===== src/verilog/pin_pkg.sv =====
// Constants, mode enums and clock output settings for the master port pin block.
// Assumes a single 250 MHz system clock and an active-low asynchronous reset pin.
// Function
// - Reset enters on fall, exits on rise
// - Reset restores every register to default
// - Clock output at 1x, 2x, 4x, 8x
// - Slave select low during each SPI transaction
// - Strap high samples select pin at release
// - Select pin high boots over SPI
// - Select pin low boots over I2C
// - I2C clock pins are open-collector outputs
// - Second port data pin is open-collector bidirectional
// - SPI mode drives shared serial clock pin
// - SPI mode drives master data output pin
// - Unused master pins act as GPIO
// - Strap high starts self boot, low none
// - SPI mode captures master data input pin
package pin_pkg;
  typedef enum logic [1:0] {
    MODE_GPIO,
    MODE_I2C,
    MODE_SPI
  } port_mode_e;

  typedef enum logic [1:0] {
    CLK_MULT_1X,
    CLK_MULT_2X,
    CLK_MULT_4X,
    CLK_MULT_8X
  } clk_mult_e;

  localparam int unsigned CLK_SYS_MHZ        = 250;
  localparam int unsigned PIN_COUNT          = 6;
  localparam int unsigned PIN_SLAVE_SELECT   = 0;
  localparam int unsigned PIN_DATA_OUT       = 1;
  localparam int unsigned PIN_SHARED_CLOCK   = 2;
  localparam int unsigned PIN_SHARED_DATA    = 3;
  localparam int unsigned PIN_SECOND_CLOCK   = 4;
  localparam int unsigned PIN_SECOND_DATA    = 5;
  localparam int unsigned CLK_BASE_HALF      = 16;
  localparam int unsigned CLK_COUNT_WIDTH    = 8;
  localparam logic [5:0]  GPIO_RESET_VALUE   = 6'h00;
endpackage : pin_pkg


===== src/verilog/clock_out_divider.sv =====
// Clock output generator: toggles at a base rate times 1, 2, 4 or 8.
// Assumes the multiplier select is steady except at reconfiguration.
`timescale 1ns/1ns
module clock_out_divider #(
  parameter int unsigned BASE_HALF = pin_pkg::CLK_BASE_HALF
) (
  input  wire logic                            clk_sys_in,
  input  wire logic                            rst_n_in,
  input  wire pin_pkg::clk_mult_e              mult_sel_in,
  output logic                                 clock_out
);
  logic [pin_pkg::CLK_COUNT_WIDTH-1:0] count_reg;
  logic [pin_pkg::CLK_COUNT_WIDTH-1:0] count_next;
  logic [pin_pkg::CLK_COUNT_WIDTH-1:0] half_limit;
  logic                                wrap;
  logic                                clock_reg;

  // Half period shrinks by the selected power of two
  assign half_limit = pin_pkg::CLK_COUNT_WIDTH'((BASE_HALF >> mult_sel_in) - 1);
  assign wrap       = (count_reg >= half_limit);
  assign count_next = wrap ? '0 : count_reg + 1'b1;
  assign clock_out  = clock_reg;

  always_ff @(posedge clk_sys_in or negedge rst_n_in) begin
    if (!rst_n_in) begin
      count_reg <= '0;
      clock_reg <= 1'b0;
    end else begin
      count_reg <= count_next;
      if (wrap) begin
        clock_reg <= ~clock_reg;
      end
    end
  end
endmodule : clock_out_divider


===== src/verilog/master_port_pins_boot_strap.sv =====
// Pin multiplexer for the two master control ports, boot strap and clock output.
// Assumes pin inputs are synchronous to clk_sys_in and the pad ring resolves enables.
`timescale 1ns/1ns
module master_port_pins_boot_strap #(
  parameter int unsigned BASE_HALF = pin_pkg::CLK_BASE_HALF
) (
  input  wire logic                      clk_sys_in,
  input  wire logic                      rst_n_in,
  input  wire logic                      boot_strap_select_in,
  input  wire pin_pkg::port_mode_e       first_port_mode_in,
  input  wire logic                      second_i2c_enable_in,
  input  wire pin_pkg::clk_mult_e        clock_mult_sel_in,
  input  wire logic [5:0]                gpio_drive_in,
  input  wire logic [5:0]                gpio_dir_in,
  input  wire logic                      spi_xfer_active_in,
  input  wire logic                      spi_sclk_in,
  input  wire logic                      spi_mosi_in,
  input  wire logic                      i2c_scl_low_in,
  input  wire logic                      i2c_sda_low_in,
  input  wire logic                      i2c2_scl_low_in,
  input  wire logic                      i2c2_sda_low_in,
  input  wire logic [5:0]                pin_in,
  output logic      [5:0]                pin_out,
  output logic      [5:0]                pin_oe_out,
  output logic      [5:0]                gpio_value_out,
  output logic                           spi_miso_out,
  output logic                           i2c_sda_out,
  output logic                           i2c2_sda_out,
  output logic                           boot_start_out,
  output logic                           boot_use_spi_out,
  output logic                           boot_use_i2c_out,
  output logic                           master_clock_output
);
  typedef enum logic {
    BOOT_SAMPLE,
    BOOT_IDLE
  } boot_state_e;

  boot_state_e boot_state_reg;
  boot_state_e boot_state_next;
  logic        boot_start_reg;
  logic        boot_spi_reg;
  logic        boot_i2c_reg;
  logic [5:0]  gpio_value_reg;
  logic        miso_reg;
  logic        sda_reg;
  logic        sda2_reg;

  logic        first_is_spi;
  logic        first_is_i2c;
  logic [5:0]  func_owned;
  logic [5:0]  func_out;
  logic [5:0]  func_oe;
  logic        sample_now;
  logic        strap_spi;

  // Which pins the master functions take from the GPIO
  assign first_is_spi = (first_port_mode_in == pin_pkg::MODE_SPI);
  assign first_is_i2c = (first_port_mode_in == pin_pkg::MODE_I2C);
  assign func_owned[pin_pkg::PIN_SLAVE_SELECT] = first_is_spi;
  assign func_owned[pin_pkg::PIN_DATA_OUT]     = first_is_spi;
  assign func_owned[pin_pkg::PIN_SHARED_CLOCK] = first_is_spi | first_is_i2c;
  assign func_owned[pin_pkg::PIN_SHARED_DATA]  = first_is_spi | first_is_i2c;
  assign func_owned[pin_pkg::PIN_SECOND_CLOCK] = second_i2c_enable_in;
  assign func_owned[pin_pkg::PIN_SECOND_DATA]  = second_i2c_enable_in;

  // Slave select low for the whole transaction
  assign func_out[pin_pkg::PIN_SLAVE_SELECT] = ~spi_xfer_active_in;
  assign func_oe[pin_pkg::PIN_SLAVE_SELECT]  = 1'b1;
  assign func_out[pin_pkg::PIN_DATA_OUT]     = spi_mosi_in;
  assign func_oe[pin_pkg::PIN_DATA_OUT]      = 1'b1;

  // Shared clock: push-pull in SPI, open drain in I2C
  assign func_out[pin_pkg::PIN_SHARED_CLOCK] = first_is_spi & spi_sclk_in;
  assign func_oe[pin_pkg::PIN_SHARED_CLOCK]  = first_is_spi | i2c_scl_low_in;

  // Shared data: input in SPI, open drain in I2C
  assign func_out[pin_pkg::PIN_SHARED_DATA]  = 1'b0;
  assign func_oe[pin_pkg::PIN_SHARED_DATA]   = first_is_i2c & i2c_sda_low_in;

  // Second port is I2C only, both lines open drain
  assign func_out[pin_pkg::PIN_SECOND_CLOCK] = 1'b0;
  assign func_oe[pin_pkg::PIN_SECOND_CLOCK]  = i2c2_scl_low_in;
  assign func_out[pin_pkg::PIN_SECOND_DATA]  = 1'b0;
  assign func_oe[pin_pkg::PIN_SECOND_DATA]   = i2c2_sda_low_in;

  // One owner per pin: master function or GPIO
  genvar g;
  generate
    for (g = 0; g < pin_pkg::PIN_COUNT; g++) begin : g_pin
      assign pin_out[g]    = func_owned[g] ? func_out[g] : gpio_drive_in[g];
      assign pin_oe_out[g] = func_owned[g] ? func_oe[g] : gpio_dir_in[g];
    end
  endgenerate

  // Boot strap sampling at first edge after reset release
  assign sample_now      = (boot_state_reg == BOOT_SAMPLE);
  assign strap_spi       = pin_in[pin_pkg::PIN_SLAVE_SELECT];
  assign boot_state_next = BOOT_IDLE;

  always_ff @(posedge clk_sys_in or negedge rst_n_in) begin
    if (!rst_n_in) begin
      boot_state_reg <= BOOT_SAMPLE;
      boot_start_reg <= 1'b0;
      boot_spi_reg   <= 1'b0;
      boot_i2c_reg   <= 1'b0;
    end else begin
      boot_state_reg <= boot_state_next;
      boot_start_reg <= sample_now & boot_strap_select_in;
      if (sample_now && boot_strap_select_in) begin
        boot_spi_reg <= strap_spi;
        boot_i2c_reg <= ~strap_spi;
      end
    end
  end

  // Pin input capture for GPIO and master receivers
  always_ff @(posedge clk_sys_in or negedge rst_n_in) begin
    if (!rst_n_in) begin
      gpio_value_reg <= pin_pkg::GPIO_RESET_VALUE;
      miso_reg       <= 1'b0;
      sda_reg        <= 1'b0;
      sda2_reg       <= 1'b0;
    end else begin
      gpio_value_reg <= pin_in;
      if (first_is_spi) begin
        miso_reg <= pin_in[pin_pkg::PIN_SHARED_DATA];
      end
      sda_reg  <= pin_in[pin_pkg::PIN_SHARED_DATA];
      sda2_reg <= pin_in[pin_pkg::PIN_SECOND_DATA];
    end
  end

  assign gpio_value_out   = gpio_value_reg;
  assign spi_miso_out     = miso_reg;
  assign i2c_sda_out      = sda_reg;
  assign i2c2_sda_out     = sda2_reg;
  assign boot_start_out   = boot_start_reg;
  assign boot_use_spi_out = boot_spi_reg;
  assign boot_use_i2c_out = boot_i2c_reg;

  clock_out_divider #(
    .BASE_HALF (BASE_HALF)
  ) u_clock_out (
    .clk_sys_in  (clk_sys_in),
    .rst_n_in    (rst_n_in),
    .mult_sel_in (clock_mult_sel_in),
    .clock_out   (master_clock_output)
  );
endmodule : master_port_pins_boot_strap


===== config.mk =====
export PLATFORM = sky130hd
export DESIGN_NAME = master_port_pins_boot_strap
export DESIGN_NICKNAME = d
export VERILOG_FILES = /design/src/verilog/pin_pkg.sv /design/src/verilog/clock_out_divider.sv /design/src/verilog/master_port_pins_boot_strap.sv
export SDC_FILE = /design/constraint.sdc
export NUM_CORES = 1
export LEC_CHECK = 0
export BUFFER_PORTS_ARGS = -buffer_cell sky130_fd_sc_hd__clkbuf_2
export CORE_AREA = 5 5 52 54
export CTS_BUF_LIST = sky130_fd_sc_hd__clkbuf_4 sky130_fd_sc_hd__clkbuf_8
export DETAILED_ROUTE_END_ITERATION = 16
export DIE_AREA = 0 0 57 59
export GPL_TIMING_DRIVEN = 0
export PLACE_DENSITY = 0.76
export SLEW_MARGIN = 15
export SYNTH_ARGS = -nofsm -noshare
export SYNTH_HDL_FRONTEND = slang
export SYNTH_SLANG_ARGS = --single-unit

===== constraint.sdc =====
create_clock -name clk_sys_in -period 1.5 [get_ports clk_sys_in]
set_input_delay 0.3 -clock clk_sys_in [delete_from_list [all_inputs] [get_ports clk_sys_in]]
set_output_delay 0.3 -clock clk_sys_in [all_outputs]
set_load 0.05 [all_outputs]

==> flow_summary.json, run 1 <==
{
  "cap_violations": 0,
  "wl_um": 2097,
  "start_util_pct": 41.00,
  "root_buffer": "clkbuf_4",
  "viasPerCell": 4.447,
  "die_w_um": 57,
  "synthCells": 78,
  "place_inst": 165,
  "yosysTopAreaCellShare_pct": 56.26,
  "clock_skew_ns": 0.003833,
  "r2r_setup_slack_ns": 0.08,
  "final_cells": 170,
  "rr_endpoint": "u_clock_out.clock_out",
  "antenna_found_initial": 0,
  "fp.dieArea_um2": 3363,
  "insertion_delay_ns": 0.30,
  "setup_violations": 0,
  "ys_warn_count": 0,
  "r2r_start": "u_clock_out.count_reg[1]",
  "rsz0062_at_grt": "no",
  "cp-start-kind": "input port",
  "required_ns": 1.20,
  "worstHoldPathCells": 1,
  "fin_crit_ns": 1.459,
  "final_cell_mix": "52 x clkbuf_2, 20 x dfrtp_1, 6 x nand2_1",
  "clkTransAtPathRegs_ns": 0.12,
  "row_count": 17,
  "nNetsFinal": 182,
  "grt_usage_pct": 13.58,
  "hp-class": "in2reg",
  "synthFlopType": "dfrtp_1",
  "critPathMaxFanout": 6,
  "fin_hold_ws_ns": 0.09609,
  "critPathLaunch": "first_port_mode_in[0]",
  "grt_pass1_vias": 873,
  "hp-start": "pin_in[4]",
  "finalCritPeriodShare_pct": 97.26,
  "detailedRoute.firstIterationViolations": 6,
  "drive_gt1_share_pct": 58.45,
  "final_area_um2": 1366,
  "avgSynthCellArea_um2": 11.41,
  "grt_pass1_wl_um": 3498,
  "io_pins": 58,
  "outcome": "complete, no violations",
  "n_antenna_cell": 0,
  "dp_hpwl_um": 1653,
  "synth-edff-count": 0,
  "synth_top_area_cell": "dfrtp_1",
  "ant_nets": 0,
  "synthArstFlopShare_pct": 100.0,
  "syn_to_final_growth_pct": 53.59,
  "htree_levels": 1,
  "mostFrequentLayoutCell": "clkbuf_2",
  "synth_seq_cells": 20,
  "ys_top_cells_by_area": "dfrtp_1 56%, ha_1 8.4%, mux2_2 6.3%",
  "endpoint": "pin_oe_out[1]",
  "reg2regPathDepth": 4,
  "power.density_nw_per_um2": 1105,
  "portBuffers": 57,
  "place_area_um2": 1257,
  "yosysSeqAreaShare_pct": 56.26,
  "p_leak_nw": 0.7294,
  "cts_buffer_depth": 2,
  "final_core_util_pct": 62.98,
  "vias": 756,
  "slew_viol_final": 0,
  "syn-cell-area_um2": 889.6,
  "die_y_um": 59,
  "globalplace.congestion": 0.7934,
  "critPathCaptureType": "output port",
  "routedWlPerCell_um": 12.34,
  "largest_reg_flops": 8,
  "cts_inserted_buffers": 3,
  "vdd_drop_max_v": 0.0006807,
  "yosysUniqueCellTypes": 22,
  "arrival_ns": 1.16,
  "fmax_mhz": 685.4,
  "critical_path_class": "in2out",
  "setup_tns_ns": 0,
  "finalHoldViolCount": 0,
  "clock-sinks": 20,
  "core_um2": 2170,
  "overflow": 0,
  "first_pass_iters": 3,
  "cts_tree": "built",
  "route.detailed.drc": 0,
  "grt_max_degree": 21
}
cell type report:
cell class / instances / area, µm²
inverters: 5 / 18.77
clock buffers: 3 / 22.52
clock inverters: 1 / 30.03
plain buffers: 3 / 18.77
fillers: 191 / 803.3
multi-input cells: 51 / 414.1
well taps: 28 / 35.03
flip-flops and latches: 20 / 500.5
repair buffers: 59 / 326.6
repair_timing:
action,CTS,global route
buffers inserted,1,0
hold endpoints to repair,20,0
cloned,0,0
pin swaps,1,0
setup endpoints to repair,8,9
resized for setup,7,9
hold buffers,1,0
worst max-delay path, cell delays in order:
cell and delay, ns:
clkbuf_2 0.10, inv_2 0.04, ha_4 0.18, or2_2 0.29
clkbuf_2 0.24
synth_stat cells, types with 3 or more instances:
master    n
dfrtp_1  20
ha_1      6
nand2_1   6
nor2_1    6
inv_1     5
mux2_2    5
o21ai_0   5
or2_2     3
xor2_1    3
per-stage QoR:
stage | worst slack [ns] | power [mW]
finish | 0.04103 | 1.510
global placement | -0.1911 | 1.050
detailed placement | -0.2213 | 1.059
global route | 0.002427 | 1.573
CTS | 0.007907 | 1.513
floorplan | -0.04968 | 0.9276
report_power, final:
group          total [mW]  switching, mW  internal [mW]
registers           0.603         0.0225          0.580
clock network       0.437          0.167          0.270
logic               0.470          0.326          0.144
kinds of logic (layout without fill, tap and decap cells):
family	count (synthesis)	in the layout	share of synthesized area [%]
flops	20	20	56.26
xor+xnor	4	4	3.939
simple gates	24	24	13.78
compound gates	7	7	4.641
mux	6	6	7.454
fa+ha+maj	6	6	8.439
buf+inv	9	71	4.641
other cells	2	4	0.8442
how the worst min path moves through the flow:
stage	endpoint	slack (ns)
finish	gpio_value_out[4]	0.1
global route	gpio_value_out[1]	0.09
CTS	gpio_value_out[4]	0.09
detailed placement	u_clock_out.count_reg[0]	0.28
global placement	gpio_value_out[2]	0.27
floorplan	boot_start_out	0.004
metal layers:
metal,routed length (µm),track usage (%)
met3,266,3.922
met5,0,0
met2,1029,24.31
met1,773,14.15
met4,27,7.947
No activity file was read; power rests on OpenSTA's default activity.
==> inputs of run 2 (changes only) <==
- BUFFER_PORTS_ARGS: -buffer_cell sky130_fd_sc_hd__clkbuf_2 -> -buffer_cell sky130_fd_sc_hd__buf_2
==> run 2 against run 1 <==
Clock power fell by 4%. Cell count fell by 0.59%. Global-route usage fell by 1.3 points. Critical endpoint is now pin_out[1]. Largest cell class unchanged.
==> flow_summary.json, run 2 (synthesized netlist as in run 1, its figures left out) <==
{
  "fp.dieArea_um2": 3363,
  "n_antenna_cell": 0,
  "grt_usage_pct": 12.28,
  "overflow": 0,
  "portBuffers": 57,
  "clock-sinks": 20,
  "final_area_um2": 1355,
  "vdd_drop_max_v": 0.0009743,
  "critical_path_class": "in2out",
  "fillCellCount": 185,
  "ant_nets": 0,
  "route.detailed.drc": 0,
  "finalCritPeriodShare_pct": 96.85,
  "final_core_util_pct": 62.46,
  "clock_skew_ns": 0.002682,
  "insertion_delay_ns": 0.29,
  "cts_post_setup_buffers_inserted": 0,
  "grt_pass1_vias": 810,
  "cap_violations": 0,
  "htree_levels": 1,
  "seq_area_um2": 500.5,
  "mostFrequentLayoutCell": "buf_2",
  "critPathMaxFanout": 7,
  "cts_buffer_depth": 2,
  "critPathCaptureType": "output port",
  "viasPerCell": 4.503,
  "dp_hpwl_um": 1609,
  "final_cell_mix": "51 x buf_2, 20 x dfrtp_1, 6 x nor2_1, 6 x nand2_1, 6 x clkbuf_4",
  "die_y_um": 59,
  "core_um2": 2170,
  "row_count": 17,
  "die_w_um": 57,
  "hp-class": "in2reg",
  "arrival_ns": 1.15,
  "antenna_found_initial": 0,
  "cts_tree": "built",
  "start_util_pct": 41.00,
  "cts_inserted_buffers": 3,
  "drive_gt1_share_pct": 56.74,
  "setup_violations": 0,
  "fin_crit_ns": 1.453,
  "power.density_nw_per_um2": 1094,
  "largest_reg_flops": 8,
  "root_buffer": "clkbuf_4",
  "p_leak_nw": 0.7162,
  "fin_hold_ws_ns": 0.1125,
  "fmax_mhz": 688.3,
  "io_pins": 58,
  "grt_max_degree": 21,
  "place_area_um2": 1257,
  "required_ns": 1.20,
  "detailedRoute.firstIterationViolations": 7,
  "finalHoldViolCount": 0,
  "clkTransAtPathRegs_ns": 0.10,
  "grt_pass1_wl_um": 3174,
  "vias": 761,
  "routedWlPerCell_um": 11.54,
  "nNetsFinal": 181,
  "outcome": "complete, no violations",
  "slew_viol_final": 0,
  "first_pass_iters": 3,
  "rsz0062_at_grt": "no",
  "multi_input_area_um2": 415.4,
  "cp-start-kind": "input port",
  "syn_to_final_growth_pct": 52.32,
  "globalplace.congestion": 0.7995,
  "wl_um": 1950
}
[run 2: what timing repair did]
action                                 4_1_cts  5_1_grt
endpoints found under the hold margin       20        0
hold buffers                                 1        0
setup endpoints to repair                    8        5
resized for setup                            6        5
pin swaps                                    1        1
[run 2: metrics by stage]
| stage | instances | setup TNS (ns) | worst slack (ns) | total power, mW |
|---|---|---|---|---|
| CTS | 169 | 0 | 0.006553 | 1.502 |
| detailed placement | 165 | -1.735 | -0.2141 | 1.057 |
| global route | 169 | 0 | 0.008353 | 1.558 |
| finish | 169 | 0 | 0.04720 | 1.482 |
| global placement | 165 | -1.156 | -0.1705 | 1.049 |
| floorplan | 80 | -0.09217 | -0.04968 | 0.9276 |
[run 2: per-layer routing]
| layer | part of all wire [%] | vias to the layer above | global-route usage (%) |
|---|---|---|---|
| met5 | 0 | - | 0 |
| met2 | 47 | 47 | 21.21 |
| met3 | 13 | 2 | 4.139 |
| met1 | 39 | 338 | 13.15 |
| met4 | 1.4 | 0 | 6.954 |
| li1 | - | 374 | - |
[run 2: final timing paths]
kind / start / endpoint / slack, ns / cells past startpoint
worst max-delay path: first_port_mode_in[0] / pin_out[1] / 0.05 / 5
worst min-delay path: pin_in[1] / gpio_value_out[1] / 0.11 / 1
worst max register to register: u_clock_out.count_reg[7] / u_clock_out.clock_out / 0.10 / 4
worst min register to register: u_clock_out.clock_out / u_clock_out.clock_out / 0.46 / 1
max in group asynchronous: rst_n_in / gpio_value_out[3] / 0.75 / 2
min in group asynchronous: rst_n_in / u_clock_out.count_reg[0] / 0.47 / 2
[run 2: area by class of cell]
cell class	instances	share of cell area, %
timing repair buffer	58	23.18
sequential	20	36.93
tap	28	2.585
multi-input combinational	51	30.66
clock inverter	1	2.216
clock buffer	3	1.662
inverter	5	1.385
buffer	3	1.385
[run 2: where the power goes]
part / internal [mW] / leakage (nW) / switching [mW]
Combinational: 0.142 / 0.442 / 0.323
Clock: 0.270 / 0.0279 / 0.148
Sequential: 0.580 / 0.246 / 0.0195
Total: 0.992 / 0.716 / 0.490
[run 2: worst max-delay path, cell delays in order]
cell	delay, ns
buf_2	0.11
inv_1	0.08
ha_4	0.19
mux2_4	0.32
buf_6	0.15
==> inputs of run 3 (changes only) <==
- CORE_AREA: 5 5 52 54 -> 5 5 50 52
- DIE_AREA: 0 0 57 59 -> 0 0 55 57
- PLACE_DENSITY: 0.76 -> 0.83
- clock period: 1.5 -> 1.8 ns (I/O delays scaled with it)
==> run 3 against run 2 <==
Worst hold slack better by 0.062 ns. Largest cell class unchanged. Critical endpoint unchanged. First-iteration DRC count shrank 43%. Non-clock buffer count did not move. Clock power decreased by 55%.
==> flow_summary.json, run 3 (synthesized netlist as in run 1, its figures left out) <==
{
  "cts_inserted_buffers": 3,
  "vias": 753,
  "root_buffer": "clkbuf_4",
  "critical_path_class": "in2out",
  "wl_met3_um": 205,
  "vdd_drop_max_v": 0.0007870,
  "clock_skew_ns": 0.001811,
  "cp-start-kind": "input port",
  "largest_reg_flops": 8,
  "routedWlPerCell_um": 12.06,
  "place_inst": 165,
  "crit_top_cell": "buf_2",
  "finalHoldViolCount": 0,
  "grt_pass1_vias": 779,
  "fp.dieArea_um2": 3135,
  "die_w_um": 55,
  "critPathLaunch": "first_port_mode_in[0]",
  "required_ns": 1.44,
  "htree_levels": 1,
  "critPathSlowestCell": "mux2_2",
  "mostFrequentLayoutCell": "buf_2",
  "grt_max_degree": 21,
  "finalCritPeriodShare_pct": 94.11,
  "clock-sinks": 20,
  "viasPerCell": 4.482,
  "start_util_pct": 43.12,
  "arrival_ns": 1.33,
  "die_y_um": 57,
  "grt_usage_pct": 14.17,
  "globalplace.congestion": 0.6702,
  "core_um2": 2063,
  "detailedRoute.firstIterationViolations": 4,
  "cp_cell_sequence": "buf_2, inv_1, ha_2, mux2_2, buf_2",
  "fin_hold_ws_ns": 0.1746,
  "power.switching_mw": 0.3918,
  "cap_violations": 0,
  "critPathMaxFanout": 7,
  "rsz0062_at_grt": "no",
  "nNetsFinal": 181,
  "route.detailed.drc": 0,
  "wl_um": 2026,
  "power.density_nw_per_um2": 836.2,
  "p_leak_nw": 0.6876,
  "portBuffers": 57,
  "io_pins": 58,
  "slew_viol_final": 0,
  "setup_violations": 0,
  "top_layer_used": "met4",
  "wl_met1_um": 665,
  "slowest_delay_ns": 0.35,
  "critPathCaptureType": "output port",
  "final_cells": 168,
  "hp-start": "pin_in[4]",
  "final_cell_mix": "57 x buf_2, 20 x dfrtp_1, 6 x nor2_1, 6 x nand2_1",
  "dp_hpwl_um": 1746,
  "setup_tns_ns": 0,
  "r2r_start": "u_clock_out.count_reg[1]",
  "pre_cts_slack_ns": -0.08402,
  "ant_nets": 0,
  "fillCellCount": 173,
  "crit_buf_inv": 3,
  "cts_post_setup_buffers_inserted": 0,
  "hp-class": "in2reg",
  "power_frac_seq_pct": 47.5,
  "cts_tree": "built",
  "clkTransAtPathRegs_ns": 0.09,
  "cts_buffer_depth": 2,
  "syn_to_final_growth_pct": 41.63,
  "crit_family": "buffers and inverters",
  "drive_gt1_share_pct": 55.00,
  "first_pass_iters": 2,
  "combPwrFrac_pct": 34.5,
  "switching_share_pct": 37.19,
  "n_antenna_cell": 0,
  "overflow": 0,
  "place_area_um2": 1229,
  "fmax_mhz": 590.3,
  "outcome": "complete, no violations",
  "final_area_um2": 1260,
  "insertion_delay_ns": 0.28,
  "antenna_found_initial": 0,
  "power.share.clock_pct": 18.0,
  "fin_crit_ns": 1.694,
  "intPower_mw": 0.6618,
  "row_count": 17,
  "dr_wl_met2_um": 1094,
  "fin_ws_ns": 0.1059,
  "grt_pass1_wl_um": 3236
}
==> run 3: cell count changes in the layout (fill, tap and decap cells not counted), sizes merged <==
cell | previous run | this run
buf | 56 | 59
bufinv | 1 | 0
clkbuf | 7 | 4
==> run 3: through the flow <==
stage,power [mW],utilization [%]
floorplan,0.7626,-
global placement,0.8642,59.55
detailed placement,0.8721,59.55
CTS,1.067,60.95
global route,1.121,61.07
finish,1.054,61.07
==> run 3: worst paths after layout <==
kind	cells past startpoint	endpoint	slack [ns]
worst max-delay path	5	pin_out[1]	0.11
worst min-delay path	1	gpio_value_out[4]	0.17
worst max register to register	4	u_clock_out.clock_out	0.36
worst min register to register	1	u_clock_out.clock_out	0.47
max in group asynchronous	2	u_clock_out.count_reg[6]	0.96
min in group asynchronous	2	u_clock_out.clock_out	0.55
==> run 3: area by class of cell <==
class	instances	area, µm²	area share [%]
sequential	20	500.5	39.72
multi-input combinational	51	369.1	29.29
timing repair buffer	58	295.3	23.44
tap	28	35.03	2.781
clock buffer	3	22.52	1.787
buffer	3	18.77	1.490
inverter	5	18.77	1.490
==> run 3: repair_timing <==
action	4_1_cts	5_1_grt
gates resized for setup	0	1
hold endpoints to repair	10	0
pin swaps	0	0
hold buffers	1	0
endpoints found under the setup margin	3	1
==> run 3: routing by layer <==
| metal | up-vias | GRT usage, % |
|---|---|---|
| met5 | - | 0 |
| met2 | 34 | 25.68 |
| met4 | 0 | 5.208 |
| li1 | 374 | - |
| met1 | 339 | 14.43 |
| met3 | 6 | 4.700 |
==> run 3: power groups by stage <==
stage,Combinational (mW),Clock [mW],Sequential [mW]
2_1_floorplan,0.150,0,0.613
3_3_place_gp,0.356,0,0.508
3_5_place_dp,0.364,0,0.509
4_1_cts,0.365,0.201,0.501
5_1_grt,0.387,0.228,0.507
6_report,0.363,0.190,0.500
